[config.mk]
export PLATFORM = sky130hd
export DESIGN_NAME = msh_host_regs
export DESIGN_NICKNAME = d
export VERILOG_FILES = /design/src/rtl/msh_pkg.sv /design/src/rtl/msh_act_if.sv /design/src/rtl/msh_act_det.sv /design/src/rtl/msh_host_regs.sv
export VERILOG_INCLUDE_DIRS = /design/src /design/src/rtl
export SDC_FILE = /design/constraint.sdc
export NUM_CORES = 1
export LEC_CHECK = 0
export ABC_AREA = 1
export CAP_MARGIN = 25
export CORE_MARGIN = 1.5
export CORE_UTILIZATION = 48
export CTS_BUF_LIST = sky130_fd_sc_hd__clkbuf_4
export CTS_CLUSTER_DIAMETER = 80
export CTS_CLUSTER_SIZE = 10
export DETAILED_ROUTE_END_ITERATION = 10
export DONT_BUFFER_PORTS = 1
export GPL_TIMING_DRIVEN = 0
export PLACE_DENSITY = 0.67
export SYNTH_ARGS = -nofsm -noshare
export SYNTH_HDL_FRONTEND = slang
export SYNTH_SLANG_ARGS = --single-unit
[constraint.sdc]
create_clock -name sys_clk_i -period 2.72 [get_ports sys_clk_i]
set_input_delay 0.272 -clock sys_clk_i [delete_from_list [all_inputs] [get_ports sys_clk_i]]
set_output_delay 0.272 -clock sys_clk_i [all_outputs]
set_load 0.05 [all_outputs]
[src/rtl/msh_regs.svh]
// register map, field positions, reset values and timing figures of the
// motion sensor host register block; definitions only
`ifndef MSH_REGS_SVH
`define MSH_REGS_SVH

// register addresses on the serial register link
`define MSH_ADDR_FIFO_PREV 7'h17
`define MSH_ADDR_FIFO_POP 7'h18
`define MSH_ADDR_FIFO_NEXT 7'h19
`define MSH_ADDR_RESTART 7'h1F
`define MSH_ADDR_LVL_UPPER 7'h20
`define MSH_ADDR_LVL_LOWER 7'h21
`define MSH_ADDR_PERSIST 7'h22

// command byte layout: read flag on top, address below
`define MSH_CMD_READ_BIT 7

// restart key and the value that a read of the restart register shows
`define MSH_RESTART_KEY 8'h52
`define MSH_RESTART_READ 8'h00

// reset values of the stored fields
`define MSH_RST_LVL_UPPER 7'h00
`define MSH_RST_LVL_LOWER 6'h00
`define MSH_RST_PERSIST 8'h00

// field positions of the split motion level
`define MSH_UPPER_MSB 6
`define MSH_LOWER_LSB 2

// restart latency and the clock rate it is counted at
`define MSH_RST_LAT_MS 7.5
`define MSH_CLK_MHZ 250.0

`endif

[src/rtl/msh_pkg.sv]
// types shared by the motion sensor host register block
// assumes nothing beyond a systemverilog compiler
package msh_pkg;
    typedef logic [7:0] msh_byte_t;           // one register byte
    typedef logic signed [13:0] msh_sample_t; // signed axis sample
    typedef logic [12:0] msh_level_t;         // unsigned motion level
    typedef enum logic [1:0] {LINK_IDLE, LINK_CMD, LINK_WRITE, LINK_READ} msh_link_e;
endpackage

[src/rtl/msh_act_if.sv]
// carrier between the register block and its activity detector
// assumes both ends run on the same system clock
`timescale 1ns/100ps
interface msh_act_if;
    import msh_pkg::*;
    msh_level_t level;      // motion level in raw codes
    logic [7:0] persist;    // consecutive samples needed
    logic clear;            // restart clears the run
    logic smp_valid;        // one new sample set
    msh_sample_t smp [3];   // x, y, z samples
    logic act_evt;          // activity event pulse
    modport ctrl (output level, persist, clear, smp_valid, smp, input act_evt);
    modport det (input level, persist, clear, smp_valid, smp, output act_evt);
endinterface

[src/rtl/msh_act_det.sv]
// activity detector: magnitude of each axis against the motion level
// assumes samples arrive on the system clock, one strobe per sample set
`timescale 1ns/100ps
module msh_act_det
    import msh_pkg::*;
(
    input wire logic sys_clk_i, // system clock
    input wire logic reset_n_i, // async reset, active low
    msh_act_if.det act          // level, samples and event
);
    logic [2:0] over;        // axis above level
    logic hit;               // any axis above level
    logic [7:0] target;      // effective run length
    logic [7:0] cnt_q;       // current run length
    logic [7:0] cnt_d;
    logic evt_q;             // event flop
    logic evt_d;

    // per axis magnitude, compared in raw codes so range scaling is implicit
    for (genvar i = 0; i < 3; i++)
    begin : g_axis
        logic [13:0] mag;
        // negating the most negative code still fits as unsigned 14 bits
        assign mag = act.smp[i][13] ? 14'(-act.smp[i]) : 14'(act.smp[i]);
        assign over[i] = mag > {1'b0, act.level};
    end

    assign hit = act.smp_valid && (|over);
    // a zero count still needs one sample, otherwise nothing could fire
    assign target = (act.persist == 8'h00) ? 8'h01 : act.persist;

    // run length: any quiet sample restarts it, saturates at the top
    always_comb
    begin
        cnt_d = cnt_q;
        evt_d = 1'b0;
        if (act.clear)
        begin
            cnt_d = 8'h00;
        end
        else if (act.smp_valid)
        begin
            if (hit)
            begin
                cnt_d = (cnt_q == 8'hFF) ? cnt_q : cnt_q + 8'h01;
                evt_d = ({1'b0, cnt_q} + 9'h001) == {1'b0, target};
            end
            else
            begin
                cnt_d = 8'h00;
            end
        end
    end

    // state flops
    always_ff @(posedge sys_clk_i or negedge reset_n_i)
    begin
        if (!reset_n_i)
        begin
            cnt_q <= 8'h00;
            evt_q <= 1'b0;
        end
        else
        begin
            cnt_q <= cnt_d;
            evt_q <= evt_d;
        end
    end

    assign act.act_evt = evt_q;

    chk_quiet_resets_run: assert property (
        @(posedge sys_clk_i) disable iff (!reset_n_i)
        (act.smp_valid && !act.clear && !hit) |=> (cnt_q == 8'h00) && !act.act_evt)
        else $error("quiet sample did not restart the run");

    chk_event_run_length: assert property (
        @(posedge sys_clk_i) disable iff (!reset_n_i)
        act.act_evt |-> (cnt_q == target) && $past(hit))
        else $error("activity event at wrong run length");
endmodule

[src/rtl/msh_host_regs.sv]
// serial register link slave with fifo pop port, keyed restart and
// activity level registers; drives the activity detector
// assumes link pins are asynchronous to sys_clk_i and the link clock is
// well below a quarter of the system clock; fifo word is show-ahead
`timescale 1ns/100ps
`include "msh_regs.svh"

// Functional notes
// - reading pop address removes one fifo word
// - word delivered by two reads or burst
// - continued reading keeps popping further words
// - burst at pop address keeps pointer fixed
// - auto-increment onto pop address skips it
// - key write restarts: clears settings, standby
// - after restart interrupt pins go undriven
// - restart register reads as zero
// - compare magnitude of signed sample
// - upper level register holds bits 12..6
// - lower level register holds bits 5..0
// - level counts raw codes, scales with range
// - event after run of samples above level
module msh_host_regs
    import msh_pkg::*;
#(
    parameter int unsigned RST_LAT_CYC = int'(`MSH_RST_LAT_MS * 1000.0 * `MSH_CLK_MHZ)
)
(
    input wire logic sys_clk_i,        // system clock, 250 MHz
    input wire logic reset_n_i,        // async reset, active low
    input wire logic spi_sclk_i,       // link clock pin
    input wire logic spi_cs_n_i,       // link select pin, active low
    input wire logic spi_mosi_i,       // link data in pin
    output logic spi_miso_o,           // link data out pin
    output logic spi_miso_oe_o,        // link data out enable
    input wire logic [15:0] fifo_word_i, // head fifo word, show-ahead
    output logic fifo_pop_o,           // removes head word
    input wire logic smp_valid_i,      // new sample set
    input wire msh_sample_t smp_x_i,   // x sample
    input wire msh_sample_t smp_y_i,   // y sample
    input wire msh_sample_t smp_z_i,   // z sample
    output logic act_evt_o,            // activity event pulse
    output logic soft_rst_o,           // restart pulse to the device
    output logic standby_o,            // sensor held in standby
    input wire logic measure_req_i,    // leave standby
    output logic int_drive_o,          // interrupt pins driven
    input wire logic int_drive_req_i,  // enable interrupt drivers
    output logic busy_o                // restart latency running
);
    localparam int LAT_W = $clog2(RST_LAT_CYC + 1);

    // refuse a latency shorter than the quiet window that the link promises
    if (RST_LAT_CYC < 8)
    begin : g_chk_lat
        $error("RST_LAT_CYC must be at least eight cycles");
    end

    logic [2:0] sync1_q;      // first stage: sclk, cs_n, mosi
    logic [2:0] sync2_q;      // second stage
    logic sclk_prev_q;        // previous synced clock
    logic sclk_s;             // synced link clock
    logic sel_s;              // synced select, active high
    logic mosi_s;             // synced data in
    logic rise;               // link clock rising edge
    logic fall;               // link clock falling edge
    msh_link_e state_q;       // link phase
    msh_link_e state_d;
    logic [2:0] bit_cnt_q;    // bits of current byte
    logic [6:0] rx_q;         // received bits so far
    msh_byte_t rx_byte;       // full byte at the eighth edge
    logic byte_done;          // eighth rising edge
    msh_byte_t tx_q;          // outgoing byte
    logic [6:0] ptr_q;        // register address pointer
    logic [6:0] ptr_next;     // pointer after one byte
    logic [6:0] ptr_inc;      // plain increment
    logic commit;             // read byte slot taken by host
    logic wr_stb;             // written byte complete
    logic phase_q;            // low half of popped word pending
    msh_byte_t lo_hold_q;     // low half of popped word
    logic [6:0] lvl_up_q;     // motion level bits 12..6
    logic [5:0] lvl_lo_q;     // motion level bits 5..0
    logic [7:0] persist_q;    // motion persist count
    msh_byte_t rd_data;       // selected read byte
    logic soft_rst_q;         // restart pulse
    logic restart_hit;        // key written to restart register
    logic [LAT_W-1:0] lat_q;  // restart latency counter
    logic pop_now;            // pop on this slot
    logic standby_q;          // standby flag
    logic int_drv_q;          // interrupt drive flag

    // two-stage synchronisers, then one more clock stage for edge finding
    always_ff @(posedge sys_clk_i or negedge reset_n_i)
    begin
        if (!reset_n_i)
        begin
            sync1_q <= 3'h2;
            sync2_q <= 3'h2;
            sclk_prev_q <= 1'b0;
        end
        else
        begin
            sync1_q <= {spi_mosi_i, spi_cs_n_i, spi_sclk_i};
            sync2_q <= sync1_q;
            sclk_prev_q <= sync2_q[0];
        end
    end

    assign sclk_s = sync2_q[0];
    assign sel_s = ~sync2_q[1];
    assign mosi_s = sync2_q[2];
    assign rise = sclk_s && !sclk_prev_q;
    assign fall = !sclk_s && sclk_prev_q;
    assign rx_byte = {rx_q, mosi_s};
    assign byte_done = rise && (bit_cnt_q == 3'h7);
    // first rising edge of a read slot: the host is committed to this byte
    assign commit = rise && (bit_cnt_q == 3'h0) && (state_q == LINK_READ);
    assign wr_stb = byte_done && (state_q == LINK_WRITE);

    // pointer stays on the pop port in reads, hops over it otherwise
    assign ptr_inc = ptr_q + 7'h01;
    assign ptr_next = (state_q == LINK_READ && ptr_q == `MSH_ADDR_FIFO_POP) ? ptr_q
        : (ptr_inc == `MSH_ADDR_FIFO_POP) ? `MSH_ADDR_FIFO_NEXT : ptr_inc;

    // only the first half of a word pops; the second half comes from the hold
    assign pop_now = commit && (ptr_q == `MSH_ADDR_FIFO_POP) && !phase_q;
    assign fifo_pop_o = pop_now;

    // read selection; reserved bits and unmapped addresses give zero
    assign rd_data = (ptr_q == `MSH_ADDR_FIFO_POP) ? (phase_q ? lo_hold_q : fifo_word_i[15:8])
        : (ptr_q == `MSH_ADDR_RESTART) ? `MSH_RESTART_READ
        : (ptr_q == `MSH_ADDR_LVL_UPPER) ? {1'b0, lvl_up_q}
        : (ptr_q == `MSH_ADDR_LVL_LOWER) ? {lvl_lo_q, 2'b00}
        : (ptr_q == `MSH_ADDR_PERSIST) ? persist_q
        : 8'h00;

    assign restart_hit = wr_stb && (ptr_q == `MSH_ADDR_RESTART) && (rx_byte == `MSH_RESTART_KEY);

    // link phase: select opens a command byte, its read flag picks the rest
    always_comb
    begin
        state_d = state_q;
        case (state_q)
            LINK_IDLE:
            begin
                if (sel_s)
                begin
                    state_d = LINK_CMD;
                end
            end
            LINK_CMD:
            begin
                if (byte_done)
                begin
                    state_d = rx_byte[`MSH_CMD_READ_BIT] ? LINK_READ : LINK_WRITE;
                end
            end
            LINK_WRITE, LINK_READ:
            begin
                state_d = state_q;
            end
            default:
            begin
                state_d = LINK_IDLE;
            end
        endcase
        // the host must stay away during the latency; anything it sends is dropped
        if (!sel_s || busy_o || soft_rst_q)
        begin
            state_d = LINK_IDLE;
        end
    end

    // shifter, bit count and link phase
    always_ff @(posedge sys_clk_i or negedge reset_n_i)
    begin
        if (!reset_n_i)
        begin
            state_q <= LINK_IDLE;
            bit_cnt_q <= 3'h0;
            rx_q <= 7'h00;
        end
        else
        begin
            state_q <= state_d;
            if (state_d == LINK_IDLE)
            begin
                bit_cnt_q <= 3'h0;
            end
            else if (rise)
            begin
                bit_cnt_q <= bit_cnt_q + 3'h1;
                rx_q <= rx_byte[6:0];
            end
        end
    end

    // outgoing byte: loaded at the slot's opening falling edge from a peek,
    // so a burst that stops never loses a word to prefetch
    always_ff @(posedge sys_clk_i or negedge reset_n_i)
    begin
        if (!reset_n_i)
        begin
            tx_q <= 8'h00;
        end
        else if (fall && state_q == LINK_READ)
        begin
            tx_q <= (bit_cnt_q == 3'h0) ? rd_data : {tx_q[6:0], 1'b0};
        end
    end

    assign spi_miso_o = tx_q[7];
    assign spi_miso_oe_o = (state_q == LINK_READ);

    // pointer, pop pairing and the low half of the popped word
    always_ff @(posedge sys_clk_i or negedge reset_n_i)
    begin
        if (!reset_n_i)
        begin
            ptr_q <= 7'h00;
            phase_q <= 1'b0;
            lo_hold_q <= 8'h00;
        end
        else if (soft_rst_q)
        begin
            ptr_q <= 7'h00;
            phase_q <= 1'b0;
            lo_hold_q <= 8'h00;
        end
        else
        begin
            if (state_q == LINK_CMD && byte_done)
            begin
                ptr_q <= rx_byte[6:0];
            end
            else if (commit || wr_stb)
            begin
                ptr_q <= ptr_next;
            end
            if (pop_now)
            begin
                phase_q <= 1'b1;
                lo_hold_q <= fifo_word_i[7:0];
            end
            else if (commit && ptr_q == `MSH_ADDR_FIFO_POP)
            begin
                phase_q <= 1'b0;
            end
        end
    end

    // level and persist registers; writes to the pop port fall through
    always_ff @(posedge sys_clk_i or negedge reset_n_i)
    begin
        if (!reset_n_i)
        begin
            lvl_up_q <= `MSH_RST_LVL_UPPER;
            lvl_lo_q <= `MSH_RST_LVL_LOWER;
            persist_q <= `MSH_RST_PERSIST;
        end
        else if (soft_rst_q)
        begin
            lvl_up_q <= `MSH_RST_LVL_UPPER;
            lvl_lo_q <= `MSH_RST_LVL_LOWER;
            persist_q <= `MSH_RST_PERSIST;
        end
        else if (wr_stb)
        begin
            if (ptr_q == `MSH_ADDR_LVL_UPPER)
            begin
                lvl_up_q <= rx_byte[`MSH_UPPER_MSB:0];
            end
            if (ptr_q == `MSH_ADDR_LVL_LOWER)
            begin
                lvl_lo_q <= rx_byte[7:`MSH_LOWER_LSB];
            end
            if (ptr_q == `MSH_ADDR_PERSIST)
            begin
                persist_q <= rx_byte;
            end
        end
    end

    // restart pulse, latency counter, standby and interrupt drive flags
    always_ff @(posedge sys_clk_i or negedge reset_n_i)
    begin
        if (!reset_n_i)
        begin
            soft_rst_q <= 1'b0;
            lat_q <= '0;
            standby_q <= 1'b1;
            int_drv_q <= 1'b0;
        end
        else
        begin
            soft_rst_q <= restart_hit;
            if (soft_rst_q)
            begin
                lat_q <= LAT_W'(RST_LAT_CYC);
                standby_q <= 1'b1;
                int_drv_q <= 1'b0;
            end
            else
            begin
                if (lat_q != '0)
                begin
                    lat_q <= lat_q - LAT_W'(1);
                end
                if (measure_req_i)
                begin
                    standby_q <= 1'b0;
                end
                if (int_drive_req_i)
                begin
                    int_drv_q <= 1'b1;
                end
            end
        end
    end

    assign soft_rst_o = soft_rst_q;
    assign busy_o = (lat_q != '0);
    assign standby_o = standby_q;
    assign int_drive_o = int_drv_q;

    // activity detector
    msh_act_if act ();
    assign act.level = {lvl_up_q, lvl_lo_q};
    assign act.persist = persist_q;
    assign act.clear = soft_rst_q;
    assign act.smp_valid = smp_valid_i;
    assign act.smp[0] = smp_x_i;
    assign act.smp[1] = smp_y_i;
    assign act.smp[2] = smp_z_i;
    assign act_evt_o = act.act_evt;

    msh_act_det u_det (
        .sys_clk_i (sys_clk_i),
        .reset_n_i (reset_n_i),
        .act (act)
    );

    chk_pop_at_port: assert property (
        @(posedge sys_clk_i) disable iff (!reset_n_i)
        fifo_pop_o |-> (state_q == LINK_READ) && (tx_q == fifo_word_i[15:8]))
        else $error("fifo popped without its upper byte on the link");
    chk_word_pairing: assert property (
        @(posedge sys_clk_i) disable iff (!reset_n_i)
        fifo_pop_o |=> phase_q && (lo_hold_q == $past(fifo_word_i[7:0])))
        else $error("popped word low half not held");
    chk_burst_repop: assert property (
        @(posedge sys_clk_i) disable iff (!reset_n_i)
        (commit && ptr_q == `MSH_ADDR_FIFO_POP && phase_q && !soft_rst_q) |=> !phase_q)
        else $error("burst did not rearm the next pop");
    chk_ptr_fixed: assert property (
        @(posedge sys_clk_i) disable iff (!reset_n_i)
        (commit && ptr_q == `MSH_ADDR_FIFO_POP && !soft_rst_q) |=> ptr_q == `MSH_ADDR_FIFO_POP)
        else $error("pointer moved off the pop port");
    chk_skip_no_pop: assert property (
        @(posedge sys_clk_i) disable iff (!reset_n_i)
        (commit && ptr_q == `MSH_ADDR_FIFO_PREV && !soft_rst_q)
        |=> (ptr_q == `MSH_ADDR_FIFO_NEXT) && !fifo_pop_o)
        else $error("auto-increment did not skip the pop port");
    chk_restart_clear: assert property (
        @(posedge sys_clk_i) disable iff (!reset_n_i)
        restart_hit |=> soft_rst_o ##1 standby_o && (persist_q == 8'h00) && (act.level == 13'h0000))
        else $error("restart did not clear settings");
    chk_int_release: assert property (
        @(posedge sys_clk_i) disable iff (!reset_n_i)
        soft_rst_o |=> !int_drive_o)
        else $error("interrupt pins still driven after restart");
    chk_restart_reads: assert property (
        @(posedge sys_clk_i) disable iff (!reset_n_i)
        (fall && state_q == LINK_READ && bit_cnt_q == 3'h0 && ptr_q == `MSH_ADDR_RESTART)
        |=> tx_q == 8'h00)
        else $error("restart register read not zero");
    chk_quiet_window: assert property (
        @(posedge sys_clk_i) disable iff (!reset_n_i)
        soft_rst_o |=> (busy_o && state_q == LINK_IDLE) [*8])
        else $error("link answered during restart latency");
    chk_reserved_zero: assert property (
        @(posedge sys_clk_i) disable iff (!reset_n_i)
        (ptr_q == `MSH_ADDR_LVL_UPPER) |-> !rd_data[7])
        else $error("reserved upper level bit reads nonzero");
    chk_lower_reserved: assert property (
        @(posedge sys_clk_i) disable iff (!reset_n_i)
        (ptr_q == `MSH_ADDR_LVL_LOWER) |-> (rd_data[1:0] == 2'b00))
        else $error("reserved lower level bits read nonzero");
    chk_pop_write_ignored: assert property (
        @(posedge sys_clk_i) disable iff (!reset_n_i)
        (wr_stb && ptr_q == `MSH_ADDR_FIFO_POP)
        |=> !fifo_pop_o && (phase_q == $past(phase_q)) && (act.level == $past(act.level))
        && (persist_q == $past(persist_q)))
        else $error("write to the pop port changed state");
endmodule

# ---- Word level (Yosys, flattened, before mapping)
# Cells that the tools add are included.
dict set report classes {
  n_bitwise 1
  eq_ne 15
  reduce_logical 45
  mux 50
  magnitude_cmp 3
  addsub 8
}
# operator n
set ops {}
lappend ops {{$mux 8} 17}
lappend ops {{$mux 7} 8}
lappend ops {{$gt 14x13->1} 3}
lappend ops {{$mux 14} 3}
lappend ops {{$mux 21} 2}
lappend ops {{$neg 14->14} 3}
lappend ops {{$eq 7x5->1 const B} 3}
lappend ops {{$eq 7x6->1 const B} 3}
lappend ops {{$reduce_bool 21->1} 1}
lappend ops {{$sub 21x1->21 const B} 1}
lappend ops {{$reduce_bool 2->1} 10}
lappend ops {{$mux 6} 3}
lappend ops {{$logic_and 1x1->1} 14}
lappend ops {{$reduce_and 2->1} 6}
lappend ops {{$mux 1} 11}
lappend ops {{$add 8x1->9 const B} 1}
lappend ops {{$eq 9x8->1} 1}
lappend ops {{$add 8x1->8 const B} 1}
lappend ops {{$eq 8x7->1 const B} 1}
lappend ops {{$eq 8x8->1 const B} 1}
lappend ops {{$logic_not 8->1} 1}
lappend ops {{$add 7x1->7 const B} 1}
lappend ops {{$mux 2} 3}
lappend ops {{$mux 3} 2}
lappend ops {{15 further kinds} 22}
dict set report totals {
  output_inout_bits 8
  elab_cells 141
  register_bits 97
  in_bits 66
}

# ---- Longest topological paths before layout
dict set report depth {
  word_depth 9
  depth_mapped 21
  ltp_nobuf 21
}

# ---- Hierarchy
# Synthesis repeated with hierarchy kept, for this count alone.
dict set report unflattened {
  hier_cells 1041
  hier_area_um2 7275.7
}
# module area_per_inst_um2 instances cells_each seq_area_each_um2
set modules_own_cells {}
lappend modules_own_cells {msh_host_regs 4699.5 1 615 2205.9}
lappend modules_own_cells {msh_act_det 2576.2 1 426 225.2}

# ---- Worst setup path after synthesis
# Ideal clock, no wire load.
dict set report synth_timing {
  path_kind {input port to flip-flop}
  start {input smp_z_i[0]}
  end {register u_det.cnt_q[0]}
  arrival_ns 2.491
  setup_time_ns 0.117
  path_slack_ns 0.112
  path_buffers 0
  path_stages 20
  t_required_ns 2.603
  cell_sequence {inv_1 > ha_1 > inv_1 > nor3_1 > nor3b_1 > nand2_1 > nand2_1 > nand2_1 > xor2_1 > ha_1 > and3_1 > a21boi_0 > nor2_1 > nand2_1 > nand2_1 > nand3_2 > nand3_1 > nand2_2 > nand2_1 > nand2_1}
}
dict set report synth_between {
  elab_chain_cells 8
  word_cells_on_any_way 10
  cone_classes {1 x add/sub; 1 x order compare; 1 x eq/ne; 4 x mux; 3 x reduce/logical}
}
# element line
set synth_rtl {}
lappend synth_rtl {{start: declaration} msh_host_regs.sv:40} ;# input wire msh_sample_t smp_z_i,
lappend synth_rtl {{$neg 14->14} msh_act_det.sv:24} ;# assign mag = act.smp[i][13] ? 14'(-act.smp[i]) : 14'(act.smp[i]);
lappend synth_rtl {{$mux 14 (*)} msh_act_det.sv:24}
lappend synth_rtl {{$gt 14x13->1 (*)} msh_act_det.sv:25} ;# assign over[i] = mag > {1'b0, act.level};
lappend synth_rtl {{$reduce_or 3->1 (*)} msh_act_det.sv:28} ;# assign hit = act.smp_valid && (|over);
lappend synth_rtl {{$logic_and 1x1->1 (*)} msh_act_det.sv:28}
lappend synth_rtl {{$mux 8} msh_act_det.sv:43} ;# if (hit)
lappend synth_rtl {{$mux 8} msh_act_det.sv:41} ;# else if (act.smp_valid)
lappend synth_rtl {{$mux 8} msh_act_det.sv:37} ;# if (act.clear)
lappend synth_rtl {{end signal: assignment} msh_act_det.sv:65} ;# cnt_q <= cnt_d;
lappend synth_rtl {{end: declaration} msh_act_det.sv:14} ;# logic [7:0] cnt_q;
# Every way passes the cells marked *; elsewhere a longest branch is shown, timed or not. The select of a mux whose other input is x is not followed.
# A chain may end at the register's enable or synchronous reset.

# ---- Worst setup path after layout
dict set report layout_timing {
  start {register state_q[1]}
  end {output fifo_pop_o}
}
dict set report layout_between {
  elab_chain_cells 4
}
# element line
set layout_rtl {}
lappend layout_rtl {{start: declaration} msh_host_regs.sv:65} ;# msh_link_e state_q;
lappend layout_rtl {{start signal: assignment} msh_host_regs.sv:183} ;# state_q <= state_d;
lappend layout_rtl {{$eq 2x2->1} n/a}
lappend layout_rtl {{net spi_miso_oe_o} msh_host_regs.sv:34} ;# output logic spi_miso_oe_o,
lappend layout_rtl {{$logic_and 1x1->1} msh_host_regs.sv:115} ;# assign commit = rise && (bit_cnt_q == 3'h0) && (state_q == LINK_READ);
lappend layout_rtl {{$logic_and 1x1->1 (2 in a row)} msh_host_regs.sv:124} ;# assign pop_now = commit && (ptr_q == `MSH_ADDR_FIFO_POP) && !phase_q;
lappend layout_rtl {{end: declaration} msh_host_regs.sv:36} ;# output logic fifo_pop_o,
# The timed path passes the listed nets, and every way through them passes these cells.

==> qor.txt <==
=====================================================================================
Leakage power of the design                                                   3.81 nW
Antenna fix cells                                                                   0
Worst setup path endpoint                                                  fifo_pop_o
Mapped cell area                                                         0.00696 mm^2
Worst setup startpoint                                                     state_q[1]
Total via count in the routed design                                             5992
GRT Resource Usage Total                                                        22.6%
Std-Cell Rows                                                                      43
Max IR drop VDD                                                              0.225 mV
Number of buffer cells added on primary ports                                       0
Proportion of netlist area held by the largest area contributor                 33.8%
Logic depth of the worst path, buffers included                                     6
Ranking of synthesized cells by area                                     sky130_fd_sc_hd__dfrtp_1 (34%), sky130_fd_sc_hd__nand2_1 (10%), sky130_fd_sc_hd__ha_1 (9.2%)
Final period utilization                                                        91.8%
Number of nets with antenna violations after detailed routing                       0
Number of setup buffers added after CTS                                             0
Worst R2R End                                                            lo_hold_q[7]
Biggest fanout along the worst timing path                                          9
Post-synth EDFFs                                                                    0
Die span in y                                                                  123 um
Minimum clock period after layout                                             2500 ps
Effective utilization at floorplan                                              49.6%
Cell variety after synth                                                           50
Full die area                                                             0.0152 mm^2
Vias per Instance                                                                5.15
Most frequent standard cell in the layout excluding fill and tap cells   sky130_fd_sc_hd__nand2_1
Worst Tran Pin Value                                                           922 ps
Number of iterations in the first detailed-routing pass                             5
DPL Wire Length                                                              12700 um
Clock root buffer master                                                 sky130_fd_sc_hd__clkbuf_4
TritonCTS clock tree                                                             done
Fillcell total                                                                   1354
Boundary pin count                                                                 74
Final core utilization                                                          53.4%
Insertion delay to the later sink of the worst-skew pair                       470 ps
Largest clock skew in the final design                                        26.7 ps
CP Buf/Inv Count                                                                    2
Die boundary width                                                             123 um
Power per cell area                                                       389 mW/mm^2
Hold Crit Class                                                             in -> reg
Worst Reg2Reg Path Length in Cells                                                  6
Delay contributed by the slowest stage of the critical path                    470 ps
Mean Syn Cell Area                                                          7.31 um^2
First-pass GRT wire length                                                   26600 um
Fmax achieved                                                                 400 MHz
Reg-to-reg startpoint                                                      soft_rst_o
Final Hold Viols                                                                    0
Sequential element share of the synthesized area                                34.9%
Dominant delay contributor by cell family on the critical path           buffers and inverters
Post-layout power                                                             2.92 mW
Final worst hold slack                                                         106 ps
Outcome                                                                  finished, final reports clean
Violation count after the first detailed-route iteration                          451
Total number of H-tree levels                                                       3
Clock transition at the registers of the reported paths                        160 ps
Max-slew violation count                                                            0
Number of buffers inserted during clock tree synthesis                              9
Core area                                                                 0.0140 mm^2
Number of storage elements in the synthesis netlist                                97
Most used cell, CP                                                       sky130_fd_sc_hd__nand2_1
DRC violations left                                                                 0
Wirelength, routed                                                           16700 um
Clock sink count                                                                   97
CP Class                                                                   reg -> out
Share of synthesized registers carrying an async set or reset                    100%
Longest Clk Path Bufs                                                               2
Sequence of cells on the critical path                                   nand2_1 -> inv_1 -> nand3_1 -> nor2_1 -> nand2_1 -> clkinvlp_4
Area used by multi-input combinational logic                             0.00389 mm^2
Required time worst endpoint                                                  2450 ps
Register area                                                            0.00243 mm^2
Number of global-route vias before repair                                        5337
Fin area                                                                 0.00750 mm^2
Worst path slowest cell                                                  sky130_fd_sc_hd__dfrtp_1
Total number of yosys warnings                                                      0
Synth-to-Final Area Change                                                      7.74%
Final setup violation count                                                         0
Total cell area at the placement stage                                   0.00719 mm^2
Setup slack of the most critical reg-to-reg path                               240 ps
Worst-case headroom to the max-slew limit                                       38.1%
Crit path launch type                                                            flop
Most used cells in the layout excluding fill and tap cells               sky130_fd_sc_hd__nand2_1 (186), sky130_fd_sc_hd__inv_1 (149), sky130_fd_sc_hd__nor2_1 (105)
Initial antenna violation count                                                     0
Wire length per cell after detailed routing                                   14.3 um
Share of final-layout standard cells stronger than drive strength 1             6.21%
Max Cap Violations                                                                  0
Number of nets produced by synthesis                                             1069
Top FF cell, synth                                                       sky130_fd_sc_hd__dfrtp_1
Grt total ovfl                                                                      0
Final-stage net count                                                            1095
Largest net degree at the start of global routing                                  98
Type of element capturing the critical path                                output pin
Worst Path Arrival                                                            2230 ps
Last weighted congestion value of the routability-driven placer                 0.924
Post-synthesis cell count                                                         952
Leading area contributor after synthesis                                 sky130_fd_sc_hd__dfrtp_1
=====================================================================================
## tightest hold or removal path, cell delays in order
cell and delay, ps:
sky130_fd_sc_hd__o211ai_1 60, sky130_fd_sc_hd__nand3_1 80, sky130_fd_sc_hd__nand3_1 60, sky130_fd_sc_hd__o21ai_0 70
## metal layers
metal | up-vias | GRT usage, % | share of wire [%]
met1 | 2714 | 34.3 | 50
met2 | 119 | 33.6 | 44
li1 | 3145 | - | -
met5 | - | 0 | 0
met4 | 0 | 4.96 | 0.89
met3 | 14 | 3.97 | 4.4
## timing repair
action | 4_1_cts | 5_1_grt
resized for setup | 0 | 6
endpoints found under the setup margin | 0 | 9
hold buffers | 15 | 0
hold endpoints to repair | 110 | 0
## registers in the layout, summed over array words and instances (netlist names), 3 cells and up
| register | count |
|---|---|
| bit_cnt_q | 3 |
| sync2_q | 3 |
| lvl_up_q | 7 |
| sync1_q | 3 |
| act.persist | 8 |
| lat_q | 21 |
| lvl_lo_q | 6 |
| tx_q | 8 |
| ptr_q | 7 |
| rx_q | 7 |
| lo_hold_q | 8 |
| u_det.cnt_q | 8 |
## how the worst min path moves through the flow
stage                                from             end  depth (start not counted)
after global routing      fifo_word_i[11]         tx_q[3]                          4
after detailed placement        reset_n_i       lat_q[17]                          0
final                     fifo_word_i[11]         tx_q[3]                          4
after floorplan                 reset_n_i  act.persist[0]                          0
after CTS                 fifo_word_i[11]         tx_q[3]                          4
after global placement          reset_n_i       lat_q[17]                          0
## area by class of cell
class	instances	area share (%)
clock inverters	6	0.567
repair buffers	15	2.23
plain buffers	19	1.17
multi-input cells	683	51.9
clock buffers	10	1.00
inverters	153	7.71
well taps	180	3.00
flip-flops and latches	97	32.4
## Yosys cell counts, types with 4 or more instances
library cell               instances
sky130_fd_sc_hd__a21oi_1          43
sky130_fd_sc_hd__o31ai_1           5
sky130_fd_sc_hd__ha_1             51
sky130_fd_sc_hd__o21ai_2          10
sky130_fd_sc_hd__nand4_1          16
sky130_fd_sc_hd__xnor2_1           7
sky130_fd_sc_hd__xor2_1           40
sky130_fd_sc_hd__clkbuf_1         11
sky130_fd_sc_hd__dfrtp_1          94
sky130_fd_sc_hd__o211ai_1          9
sky130_fd_sc_hd__nand2_1         187
sky130_fd_sc_hd__o22ai_1          10
sky130_fd_sc_hd__inv_1           149
sky130_fd_sc_hd__nand3_1          53
sky130_fd_sc_hd__o21ai_0          80
sky130_fd_sc_hd__a21o_1            4
sky130_fd_sc_hd__nor2_1          105
sky130_fd_sc_hd__nor3_1           21
## power breakdown
part	internal, mW	switching, mW
clock	0.202	0.504
combinational	0.253	0.373
sequential	1.51	0.0818
## logic make-up (layout without fill, tap and decap cells)
logic type               Yosys count  after routing  synth area share [%]
AO/OA/AOI/OAI                    175            175                  14.4
XOR/XNOR                          47             47                  5.91
adder cells (fa/ha/maj)           51             51                  9.16
buffers and inverters            172            203                  9.51
flip-flops                        97             97                  34.9
AND/OR/NAND/NOR                  410            410                  26.1
## metrics by stage
stage | cells | setup TNS (ps) | setup slack [ps]
6_report | 1163 | 0 | 223
5_1_grt | 1163 | -16.1 | -12.0
4_1_cts | 1163 | 0 | 150
3_5_place_dp | 1132 | -3090 | -369
3_3_place_gp | 1132 | -2980 | -358
2_1_floorplan | 952 | 0 | 112
Note: power is estimated with default switching activity, not from simulation.
